$ cat src/design/plbc_pkg.sv
/*
  constants, types and field layout for the pll ratio and bandwidth
  control block. assumes a 250 MHz system clock and an apb master.
*/
// Summary of operation
// - 3-bit bandwidth select sets minimum loop bandwidth from 1 Hz to 128 Hz.
// - loop filter passes error below the corner, attenuates above it.
// - wide bandwidth while acquiring; selected minimum once locked.
// - user ratio is a 32-bit unsigned fixed-point number.
// - four stored ratios; two set-select pins choose the active one.
// - one format select reads all ratios as 12.20 or 20.12.
// - 12.20 format: 12 integer bits above 20 fraction bits.
// - 20.12 format: 20 integer bits above 12 fraction bits.
// - scaler works on a copy; stored ratios stay unchanged.
// - scaler codes 00..11 give factors 0.5, 0.25, 0.125, 0.0625.
// - scaler enabled only by mode2 pin when its function selects that.
// - effective ratio is user ratio times scaler factor when enabled.
// - set-select pins choose ratio and matching modal settings together.
// - effective ratio feeds the fractional-n value for the synthesizer.
// - scaler is a right shift by one to four bits.
// - function 011: mode2 low disables scaler, high enables it.
// - any set-select pin change forces a temporary loss of lock.
package plbc_pkg;

  // ****************************************
  // timing
  // ****************************************
  localparam int CLK_MHZ    = 250;
  localparam int RELOCK_NS  = 1000;
  localparam int RELOCK_CYC = (RELOCK_NS * CLK_MHZ + 999) / 1000;

  // ****************************************
  // register map and fields
  // ****************************************
  localparam logic [7:0] ADDR_CTRL   = 8'h00;
  localparam logic [7:0] ADDR_RATIO0 = 8'h04;
  localparam logic [7:0] ADDR_RATIO3 = 8'h10;
  localparam logic [7:0] ADDR_SCALER = 8'h14;
  localparam logic [7:0] ADDR_STATUS = 8'h18;
  localparam logic [7:0] ADDR_EFF    = 8'h1c;
  localparam int         CTRL_BURN   = 31;
  localparam logic [31:0] RATIO_RST  = 32'h0010_0000;
  localparam logic [7:0]  SCALER_RST = 8'h00;
  localparam logic [2:0]  M2F_SCALER = 3'h3;
  localparam logic        FMT_HIRES  = 1'b0;
  localparam logic [4:0]  WIDE_SHIFT = 5'h02;
  localparam logic [4:0]  SHIFT_1HZ  = 5'h14;

  // ****************************************
  // types
  // ****************************************
  typedef struct packed {
    logic [2:0] mode2_pin_function;
    logic       ratio_format_sel;
    logic [2:0] min_loop_bw_sel;
  } plbc_cfg_t;

  localparam plbc_cfg_t CFG_RST = 7'h00;

  typedef struct packed {
    logic       lock;
    logic       mode2_pin;
    logic [1:0] cfg_set;
  } plbc_pins_t;

  typedef enum logic [1:0] {
    ST_ACQ    = 2'b00,
    ST_LOCK   = 2'b01,
    ST_RELOCK = 2'b11
  } plbc_state_t;

endpackage : plbc_pkg

$ cat src/design/plbc_top.sv
/*
  pll ratio and bandwidth control: stored ratios, format, scaler,
  lock-driven bandwidth and a loop filter, all behind an apb slave.
  assumes pins and the lock detector are asynchronous to clk_sys_i and
  that phase_err_i comes from logic on clk_sys_i.
*/
`timescale 1ns/10ps
module plbc_top
  import plbc_pkg::*;
#(
  parameter int ERR_W = 24
) (
  // clock and reset
  input  wire logic             clk_sys_i,
  input  wire logic             nrst_i,
  // apb slave
  input  wire logic [7:0]       paddr_i,
  input  wire logic             psel_i,
  input  wire logic             penable_i,
  input  wire logic             pwrite_i,
  input  wire logic [31:0]      pwdata_i,
  output logic      [31:0]      prdata_o,
  output logic                  pready_o,
  output logic                  pslverr_o,
  // mode pins and lock detector
  input  wire logic [1:0]       cfg_set_pin_i,
  input  wire logic             mode2_pin_i,
  input  wire logic             lock_i,
  // digital loop
  input  wire logic [ERR_W-1:0] phase_err_i,
  output logic      [ERR_W-1:0] loop_corr_o,
  output logic      [2:0]       loop_bw_sel_o,
  output logic                  wide_bw_o,
  output logic                  force_unlock_o,
  // synthesizer ratio
  output logic      [31:0]      effective_ratio_o,
  output logic      [39:0]      fracn_o
);

  // ****************************************
  // helpers
  // ****************************************
  function automatic logic [1:0] ratio_idx(input logic [7:0] a);
    logic [7:0] off;
    off = a - ADDR_RATIO0;
    return off[3:2];
  endfunction : ratio_idx

  function automatic logic is_ratio(input logic [7:0] a);
    return (a >= ADDR_RATIO0) && (a <= ADDR_RATIO3) &&
           (a[1:0] == 2'b00);
  endfunction : is_ratio

  // ****************************************
  // pin synchronisers
  // ****************************************
  plbc_pins_t s1_ff;
  plbc_pins_t s2_ff;
  plbc_pins_t s3_ff;
  plbc_pins_t pins_ff;
  plbc_pins_t nxt_pins;

  // a bit is taken once the second and third stages agree
  always_comb begin
    nxt_pins = (s2_ff ~^ s3_ff) & s3_ff | (s2_ff ^ s3_ff) & pins_ff;
  end

  always_ff @(posedge clk_sys_i) begin
    if (!nrst_i) begin
      {s1_ff, s2_ff, s3_ff, pins_ff} <= '0;
    end else begin
      s1_ff   <= {lock_i, mode2_pin_i, cfg_set_pin_i};
      s2_ff   <= s1_ff;
      s3_ff   <= s2_ff;
      pins_ff <= nxt_pins;
    end
  end

  // ****************************************
  // apb slave and stored configuration
  // ****************************************
  plbc_cfg_t   cfg_ff;
  plbc_cfg_t   nxt_cfg;
  logic        burn_ff;
  logic        nxt_burn;
  logic [31:0] ratio_ff [4];
  logic [31:0] nxt_ratio [4];
  logic [7:0]  scaler_ff;
  logic [7:0]  nxt_scaler;
  logic [31:0] nxt_prdata;
  logic        nxt_pready;
  logic        nxt_pslverr;
  logic        acc_ph;
  logic        commit;
  logic        mapped;
  logic        ro;
  logic [31:0] status;
  logic        scaler_on;
  plbc_state_t state_ff;

  assign acc_ph = psel_i && penable_i;
  // write lands only at the edge that completes the transfer
  assign commit = acc_ph && pready_o && pwrite_i && !pslverr_o;
  assign status = {25'h0, pins_ff.lock, force_unlock_o, wide_bw_o,
                   state_ff == ST_LOCK, scaler_on, pins_ff.cfg_set};

  always_comb begin
    mapped = (paddr_i == ADDR_CTRL) || is_ratio(paddr_i) ||
             (paddr_i == ADDR_SCALER) || (paddr_i == ADDR_STATUS) ||
             (paddr_i == ADDR_EFF);
    ro = (paddr_i == ADDR_STATUS) || (paddr_i == ADDR_EFF);
    // one wait state so read data comes from a flop
    nxt_pready = acc_ph && !pready_o;
    nxt_pslverr = pslverr_o;
    nxt_prdata = prdata_o;
    if (acc_ph && !pready_o) begin
      // burned storage refuses writes, as a one-time part would
      nxt_pslverr = !mapped || (pwrite_i && (ro || burn_ff));
      nxt_prdata = 32'h0;
      if (!pwrite_i) begin
        case (1'b1)
          paddr_i == ADDR_CTRL:   nxt_prdata = {burn_ff, 24'h0, cfg_ff};
          is_ratio(paddr_i):      nxt_prdata = ratio_ff[ratio_idx(paddr_i)];
          paddr_i == ADDR_SCALER: nxt_prdata = {24'h0, scaler_ff};
          paddr_i == ADDR_STATUS: nxt_prdata = status;
          paddr_i == ADDR_EFF:    nxt_prdata = effective_ratio_o;
          default:                nxt_prdata = 32'h0;
        endcase
      end
    end
    nxt_cfg = cfg_ff;
    nxt_burn = burn_ff;
    nxt_scaler = scaler_ff;
    nxt_ratio = ratio_ff;
    if (commit) begin
      if (paddr_i == ADDR_CTRL) begin
        nxt_cfg = pwdata_i[6:0];
        nxt_burn = pwdata_i[CTRL_BURN];
      end
      if (is_ratio(paddr_i)) begin
        nxt_ratio[ratio_idx(paddr_i)] = pwdata_i;
      end
      if (paddr_i == ADDR_SCALER) begin
        nxt_scaler = pwdata_i[7:0];
      end
    end
  end

  always_ff @(posedge clk_sys_i) begin
    if (!nrst_i) begin
      prdata_o  <= 32'h0;
      pready_o  <= 1'b0;
      pslverr_o <= 1'b0;
      cfg_ff    <= CFG_RST;
      burn_ff   <= 1'b0;
      scaler_ff <= SCALER_RST;
      ratio_ff  <= '{default: RATIO_RST};
    end else begin
      prdata_o  <= nxt_prdata;
      pready_o  <= nxt_pready;
      pslverr_o <= nxt_pslverr;
      cfg_ff    <= nxt_cfg;
      burn_ff   <= nxt_burn;
      scaler_ff <= nxt_scaler;
      ratio_ff  <= nxt_ratio;
    end
  end

  // ****************************************
  // effective ratio
  // ****************************************
  logic [31:0] rud_sel;
  logic [1:0]  sc_sel;
  logic [31:0] nxt_eff;
  logic [39:0] nxt_fracn;

  // ratio and modal scaler code follow the same set pins
  always_comb begin
    rud_sel = ratio_ff[pins_ff.cfg_set];
    sc_sel = scaler_ff[2 * pins_ff.cfg_set +: 2];
    scaler_on = (cfg_ff.mode2_pin_function == M2F_SCALER) &&
                pins_ff.mode2_pin;
    // shift a copy only; storage above is untouched
    nxt_eff = scaler_on ? rud_sel >> ({1'b0, sc_sel} + 3'd1)
                        : rud_sel;
    // normalise both formats to 20.20 for the synthesizer
    nxt_fracn = (cfg_ff.ratio_format_sel == FMT_HIRES) ?
                {8'h00, nxt_eff} : {nxt_eff, 8'h00};
  end

  always_ff @(posedge clk_sys_i) begin
    if (!nrst_i) begin
      effective_ratio_o <= RATIO_RST;
      fracn_o           <= {8'h00, RATIO_RST};
    end else begin
      effective_ratio_o <= nxt_eff;
      fracn_o           <= nxt_fracn;
    end
  end

  // ****************************************
  // lock state and bandwidth
  // ****************************************
  plbc_state_t nxt_state;
  logic [8:0]  cnt_ff;
  logic [8:0]  nxt_cnt;
  logic        trig;

  // a new set, or mode2 acting as scaler enable, costs a relock
  always_comb begin
    trig = (nxt_pins.cfg_set != pins_ff.cfg_set) ||
           ((cfg_ff.mode2_pin_function == M2F_SCALER) &&
            (nxt_pins.mode2_pin != pins_ff.mode2_pin));
    nxt_state = state_ff;
    nxt_cnt = cnt_ff;
    if (trig) begin
      nxt_state = ST_RELOCK;
      nxt_cnt = 9'(RELOCK_CYC - 1);
    end else begin
      case (state_ff)
        ST_ACQ, ST_LOCK: nxt_state = pins_ff.lock ? ST_LOCK : ST_ACQ;
        ST_RELOCK: begin
          if (cnt_ff == 9'h0) begin
            nxt_state = ST_ACQ;
          end else begin
            nxt_cnt = cnt_ff - 9'h1;
          end
        end
        default: nxt_state = ST_ACQ;
      endcase
    end
  end

  always_ff @(posedge clk_sys_i) begin
    if (!nrst_i) begin
      state_ff       <= ST_ACQ;
      cnt_ff         <= 9'h0;
      wide_bw_o      <= 1'b1;
      force_unlock_o <= 1'b0;
      loop_bw_sel_o  <= 3'h0;
    end else begin
      state_ff       <= nxt_state;
      cnt_ff         <= nxt_cnt;
      wide_bw_o      <= nxt_state != ST_LOCK;
      force_unlock_o <= nxt_state == ST_RELOCK;
      loop_bw_sel_o  <= cfg_ff.min_loop_bw_sel;
    end
  end

  // ****************************************
  // loop filter
  // ****************************************
  logic [ERR_W-1:0] nxt_corr;
  logic [ERR_W:0]   diff;
  logic [ERR_W:0]   step;
  logic [4:0]       shift;

  // first-order smoother: corner is 2^sel Hz, wide while unlocked
  always_comb begin
    shift = wide_bw_o ? WIDE_SHIFT
                      : SHIFT_1HZ - {2'b00, loop_bw_sel_o};
    diff = {phase_err_i[ERR_W-1], phase_err_i} -
           {loop_corr_o[ERR_W-1], loop_corr_o};
    step = $signed(diff) >>> shift;
    nxt_corr = loop_corr_o + step[ERR_W-1:0];
  end

  always_ff @(posedge clk_sys_i) begin
    if (!nrst_i) begin
      loop_corr_o <= '0;
    end else begin
      loop_corr_o <= nxt_corr;
    end
  end
endmodule : plbc_top

$ cat config.mk
export PLATFORM = sky130hd
export DESIGN_NAME = plbc_top
export DESIGN_NICKNAME = d
export VERILOG_FILES = /design/src/design/plbc_pkg.sv /design/src/design/plbc_top.sv
export SDC_FILE = /design/constraint.sdc
export NUM_CORES = 1
export LEC_CHECK = 0
export BUFFER_PORTS_ARGS = -buffer_cell sky130_fd_sc_hd__buf_4
export CAP_MARGIN = 20
export CORE_ASPECT_RATIO = 0.9
export CORE_MARGIN = 5
export CORE_UTILIZATION = 53
export DETAILED_ROUTE_END_ITERATION = 10
export GPL_TIMING_DRIVEN = 0
export PLACE_DENSITY = 0.88
export SLEW_MARGIN = 20
export SYNTH_ARGS = -nofsm -noshare
export SYNTH_HDL_FRONTEND = slang
export SYNTH_SLANG_ARGS = --single-unit
$ cat constraint.sdc
create_clock -name clk_sys_i -period 5.2 [get_ports clk_sys_i]
set_clock_uncertainty 0.15 [all_clocks]
set_input_delay 0.26 -clock clk_sys_i [delete_from_list [all_inputs] [get_ports clk_sys_i]]
set_output_delay 0.26 -clock clk_sys_i [all_outputs]
set_load 0.05 [all_outputs]
==> flow_summary.json <==
{
  "die_y_um": 181.3,
  "max_cap_violations": 0,
  "hold_class": "primary input to register",
  "antenna_found_initial": 0,
  "critPathTopFamily": "compound AO/OA/AOI/OAI gates",
  "clk_pin_slew_ns": 0.07,
  "drtIter0Drc": 2713,
  "numClockSinks": 306,
  "setup_viol": 15,
  "synth_top_cell_by_area": "dfxtp_1",
  "clockBufferDepth": 3,
  "crit_path_end_kind": "register",
  "cts_root_buffer": "clkbuf_16",
  "viasPerCell": 6.573,
  "wl_um": 67820,
  "grt_pass1_vias": 17591,
  "fmax_mhz": 171.2,
  "finalInstanceArea_sq_um": 21780,
  "cts_buffers": 31,
  "drive_above_1_share_pct": 22.25,
  "slowest_stage": "or4b_4",
  "wl_per_cell_um": 23.97,
  "min_period_ns": 5.840,
  "yosys-top-cells-area": "dfxtp_1 35%, mux4_2 9.3%, nand2_1 7.6%",
  "crit_type": "register to register",
  "crit_chain": "inv_1 > ha_1 > and4_4 > nand3_2 > or3_4 > o21ai_4 > a2111oi_0 > o31ai_1 > o211ai_1 > mux2_2 > a221o_1 > fa_2 > nor2b_4 > o21ai_2 > a21boi_2 > or2_4 > a21oi_4 > o211ai_1 > a41o_1 > a2111oi_2 > or4b_4",
  "ys_async_sr_fraction_pct": 0,
  "row_count": 62,
  "cts_tree": "yes",
  "synth.top_cell.area_share_pct": 35.46,
  "dp_hpwl_um": 49420,
  "grt_pass1_wl_um": 101200,
  "synth_nets": 2207,
  "crit_path_frequent_cell": "o211ai_1",
  "die_area_sq_um": 36310,
  "placed_cell_area_sq_um": 19430,
  "crit_buf_inv": 1,
  "via_count": 18602,
  "overflow": 0,
  "max_slew.worst_pin.slew_ns": 1.134,
  "nets": 2531,
  "die_w_um": 200.3,
  "yosys.cell_count.top_type": "nand2_1",
  "drc_errors": 0,
  "portBuffers": 207,
  "synth_common_cells": "352 x nand2_1, 306 x dfxtp_1, 253 x a21oi_1",
  "synth_edf_count": 0,
  "status": "finished, violations left",
  "initial_core_util_pct": 53.92,
  "period_share_pct": 112.3,
  "worst_slack_ns": -0.6395,
  "relSlewSlack_pct": 24.28,
  "yosysSeqAreaShare_pct": 35.46,
  "cp.arrival_ns": 6.14,
  "synth_cell_type_count": 85,
  "ir_worst_vdd_v": 0.0002971,
  "rsz0062_at_grt": "yes",
  "synth_area_per_cell_sq_um": 8.341,
  "syn_to_final_growth_pct": 26.10,
  "report.power.total_mw": 10.07,
  "syn_area_sq_um": 17270,
  "routabilityCongestion": 1.036,
  "grt_usage_pct": 34.49,
  "leakage_nw": 8.349,
  "critPathRequiredTime_ns": 5.50,
  "io_pins": 208,
  "diodes": 0,
  "htree_num_levels": 1,
  "ys.flop_type": "dfxtp_1",
  "grt_max_degree": 17,
  "syn_inst": 2071,
  "violations": "setup timing",
  "finalHoldViolCount": 0,
  "ys_ff_latch": 306,
  "core_region_area_sq_um": 32040,
  "clk_latency_ns": 0.58,
  "final_max_slew_viol_count": 0,
  "path_max_fanout": 7,
  "slowest_delay_ns": 0.48,
  "p_per_area_nw_per_um2": 462.4,
  "cp-start-kind": "register",
  "yosys_warnings": 0,
  "firstDrtPassIters": 7,
  "postRouteAntennaNets": 0
}
## worst register-to-register path, delay by kind of cell, from the launching register on
| kind | cells | cell delay [ns] |
|---|---|---|
| AO/OA/AOI/OAI | 11 | 2.19 |
| adder cells (fa/ha/maj) | 2 | 0.83 |
| buffers and inverters | 1 | 0.07 |
| flip-flops | 1 | 0.40 |
| multiplexers | 1 | 0.35 |
| AND/OR/NAND/NOR | 6 | 1.73 |
## routing by layer
layer	up-vias	share of wire, %	global-route usage (%)
li1	8065	-	-
met1	8706	37	45.07
met2	1524	45	55.53
met3	307	13	7.745
met4	0	5.5	14.53
met5	-	0	0
## stage by stage
stage	util, %	hold slack (ns)	TNS, ns	cells	setup WS, ns
finish	67.99	0.007081	-3.974	2830	-0.6395
global route	67.99	0.1111	-6.505	2830	-0.7669
CTS	66.54	0.0008286	-1.472	2807	-0.4768
detailed placement	60.64	0.2723	-10.07	2694	-1.155
global placement	60.64	0.2725	-9.001	2694	-1.120
floorplan	-	0.2340	-0.5595	2071	-0.2816
## path summary, 6_finish.rpt
| path | start | endpoint | slack [ns] | cells after the start |
|---|---|---|---|---|
| min reg2reg | s1_ff[0] | s2_ff[0] | 0.29 | 1 |
| max reg2reg | loop_corr_o[15] | loop_corr_o[22] | -0.64 | 21 |
| min | pwrite_i | pslverr_o | 0.007 | 5 |
| max | loop_corr_o[15] | loop_corr_o[22] | -0.64 | 21 |
## logic make-up (layout without fill, tap and decap cells)
kind of cell	count (synthesis)	count (layout)	share of synthesized area, %
and+or+nand+nor	789	789	20.07
buffers and inverters	199	542	4.404
AOI/OAI and AO/OA	542	542	20.44
muxes	136	136	13.15
xor gates and xnor gates	36	36	1.825
DFF	306	306	35.46
adders and majority gates	63	63	4.650
## cell type report
type / count / area [sq um]
clock inverters: 11 / 95.09
plain buffers: 142 / 553.0
flip-flops and latches: 306 / 6155
well taps: 416 / 520.5
fillers: 2414 / 10260
inverters: 54 / 205.2
repair buffers: 294 / 2322
clock buffers: 41 / 873.3
multi-input cells: 1566 / 11060
## sequential cells by signal, summed over array words and instances (netlist names), 7 cells and up
signal             count
ratio_ff             128
fracn_o               40
effective_ratio_o     32
prdata_o              32
loop_corr_o           24
cnt_ff                 9
scaler_ff              8
cfg_ff                 7
## power by group
group | internal [mW] | switching [mW] | total (mW)
logic | 2.29 | 3.05 | 5.34
registers | 2.46 | 0.119 | 2.58
clock network | 1.18 | 0.974 | 2.16
total | 5.93 | 4.14 | 10.1
## placed cells by master, fill, tap and decap left out, types with 50 or more instances in the layout
cell,synthesis,final
ha_1,61,50
a211oi_1,54,50
buf_4,0,252
mux4_2,71,71
inv_1,54,52
clkbuf_1,127,125
nor2_1,214,208
mux2i_1,50,50
nand2_1,352,352
dfxtp_1,306,291
a21oi_1,253,239
## repair_timing
item / 4_1_cts / 5_1_grt
hold endpoints to repair: 149 / 0
endpoints found under the setup margin: 17 / 18
hold buffers: 37 / 0
cloned: 0 / 0
pin swaps: 25 / 26
buffers inserted: 26 / 24
resized for setup: 73 / 60
Power figures use the tool's default switching activity.
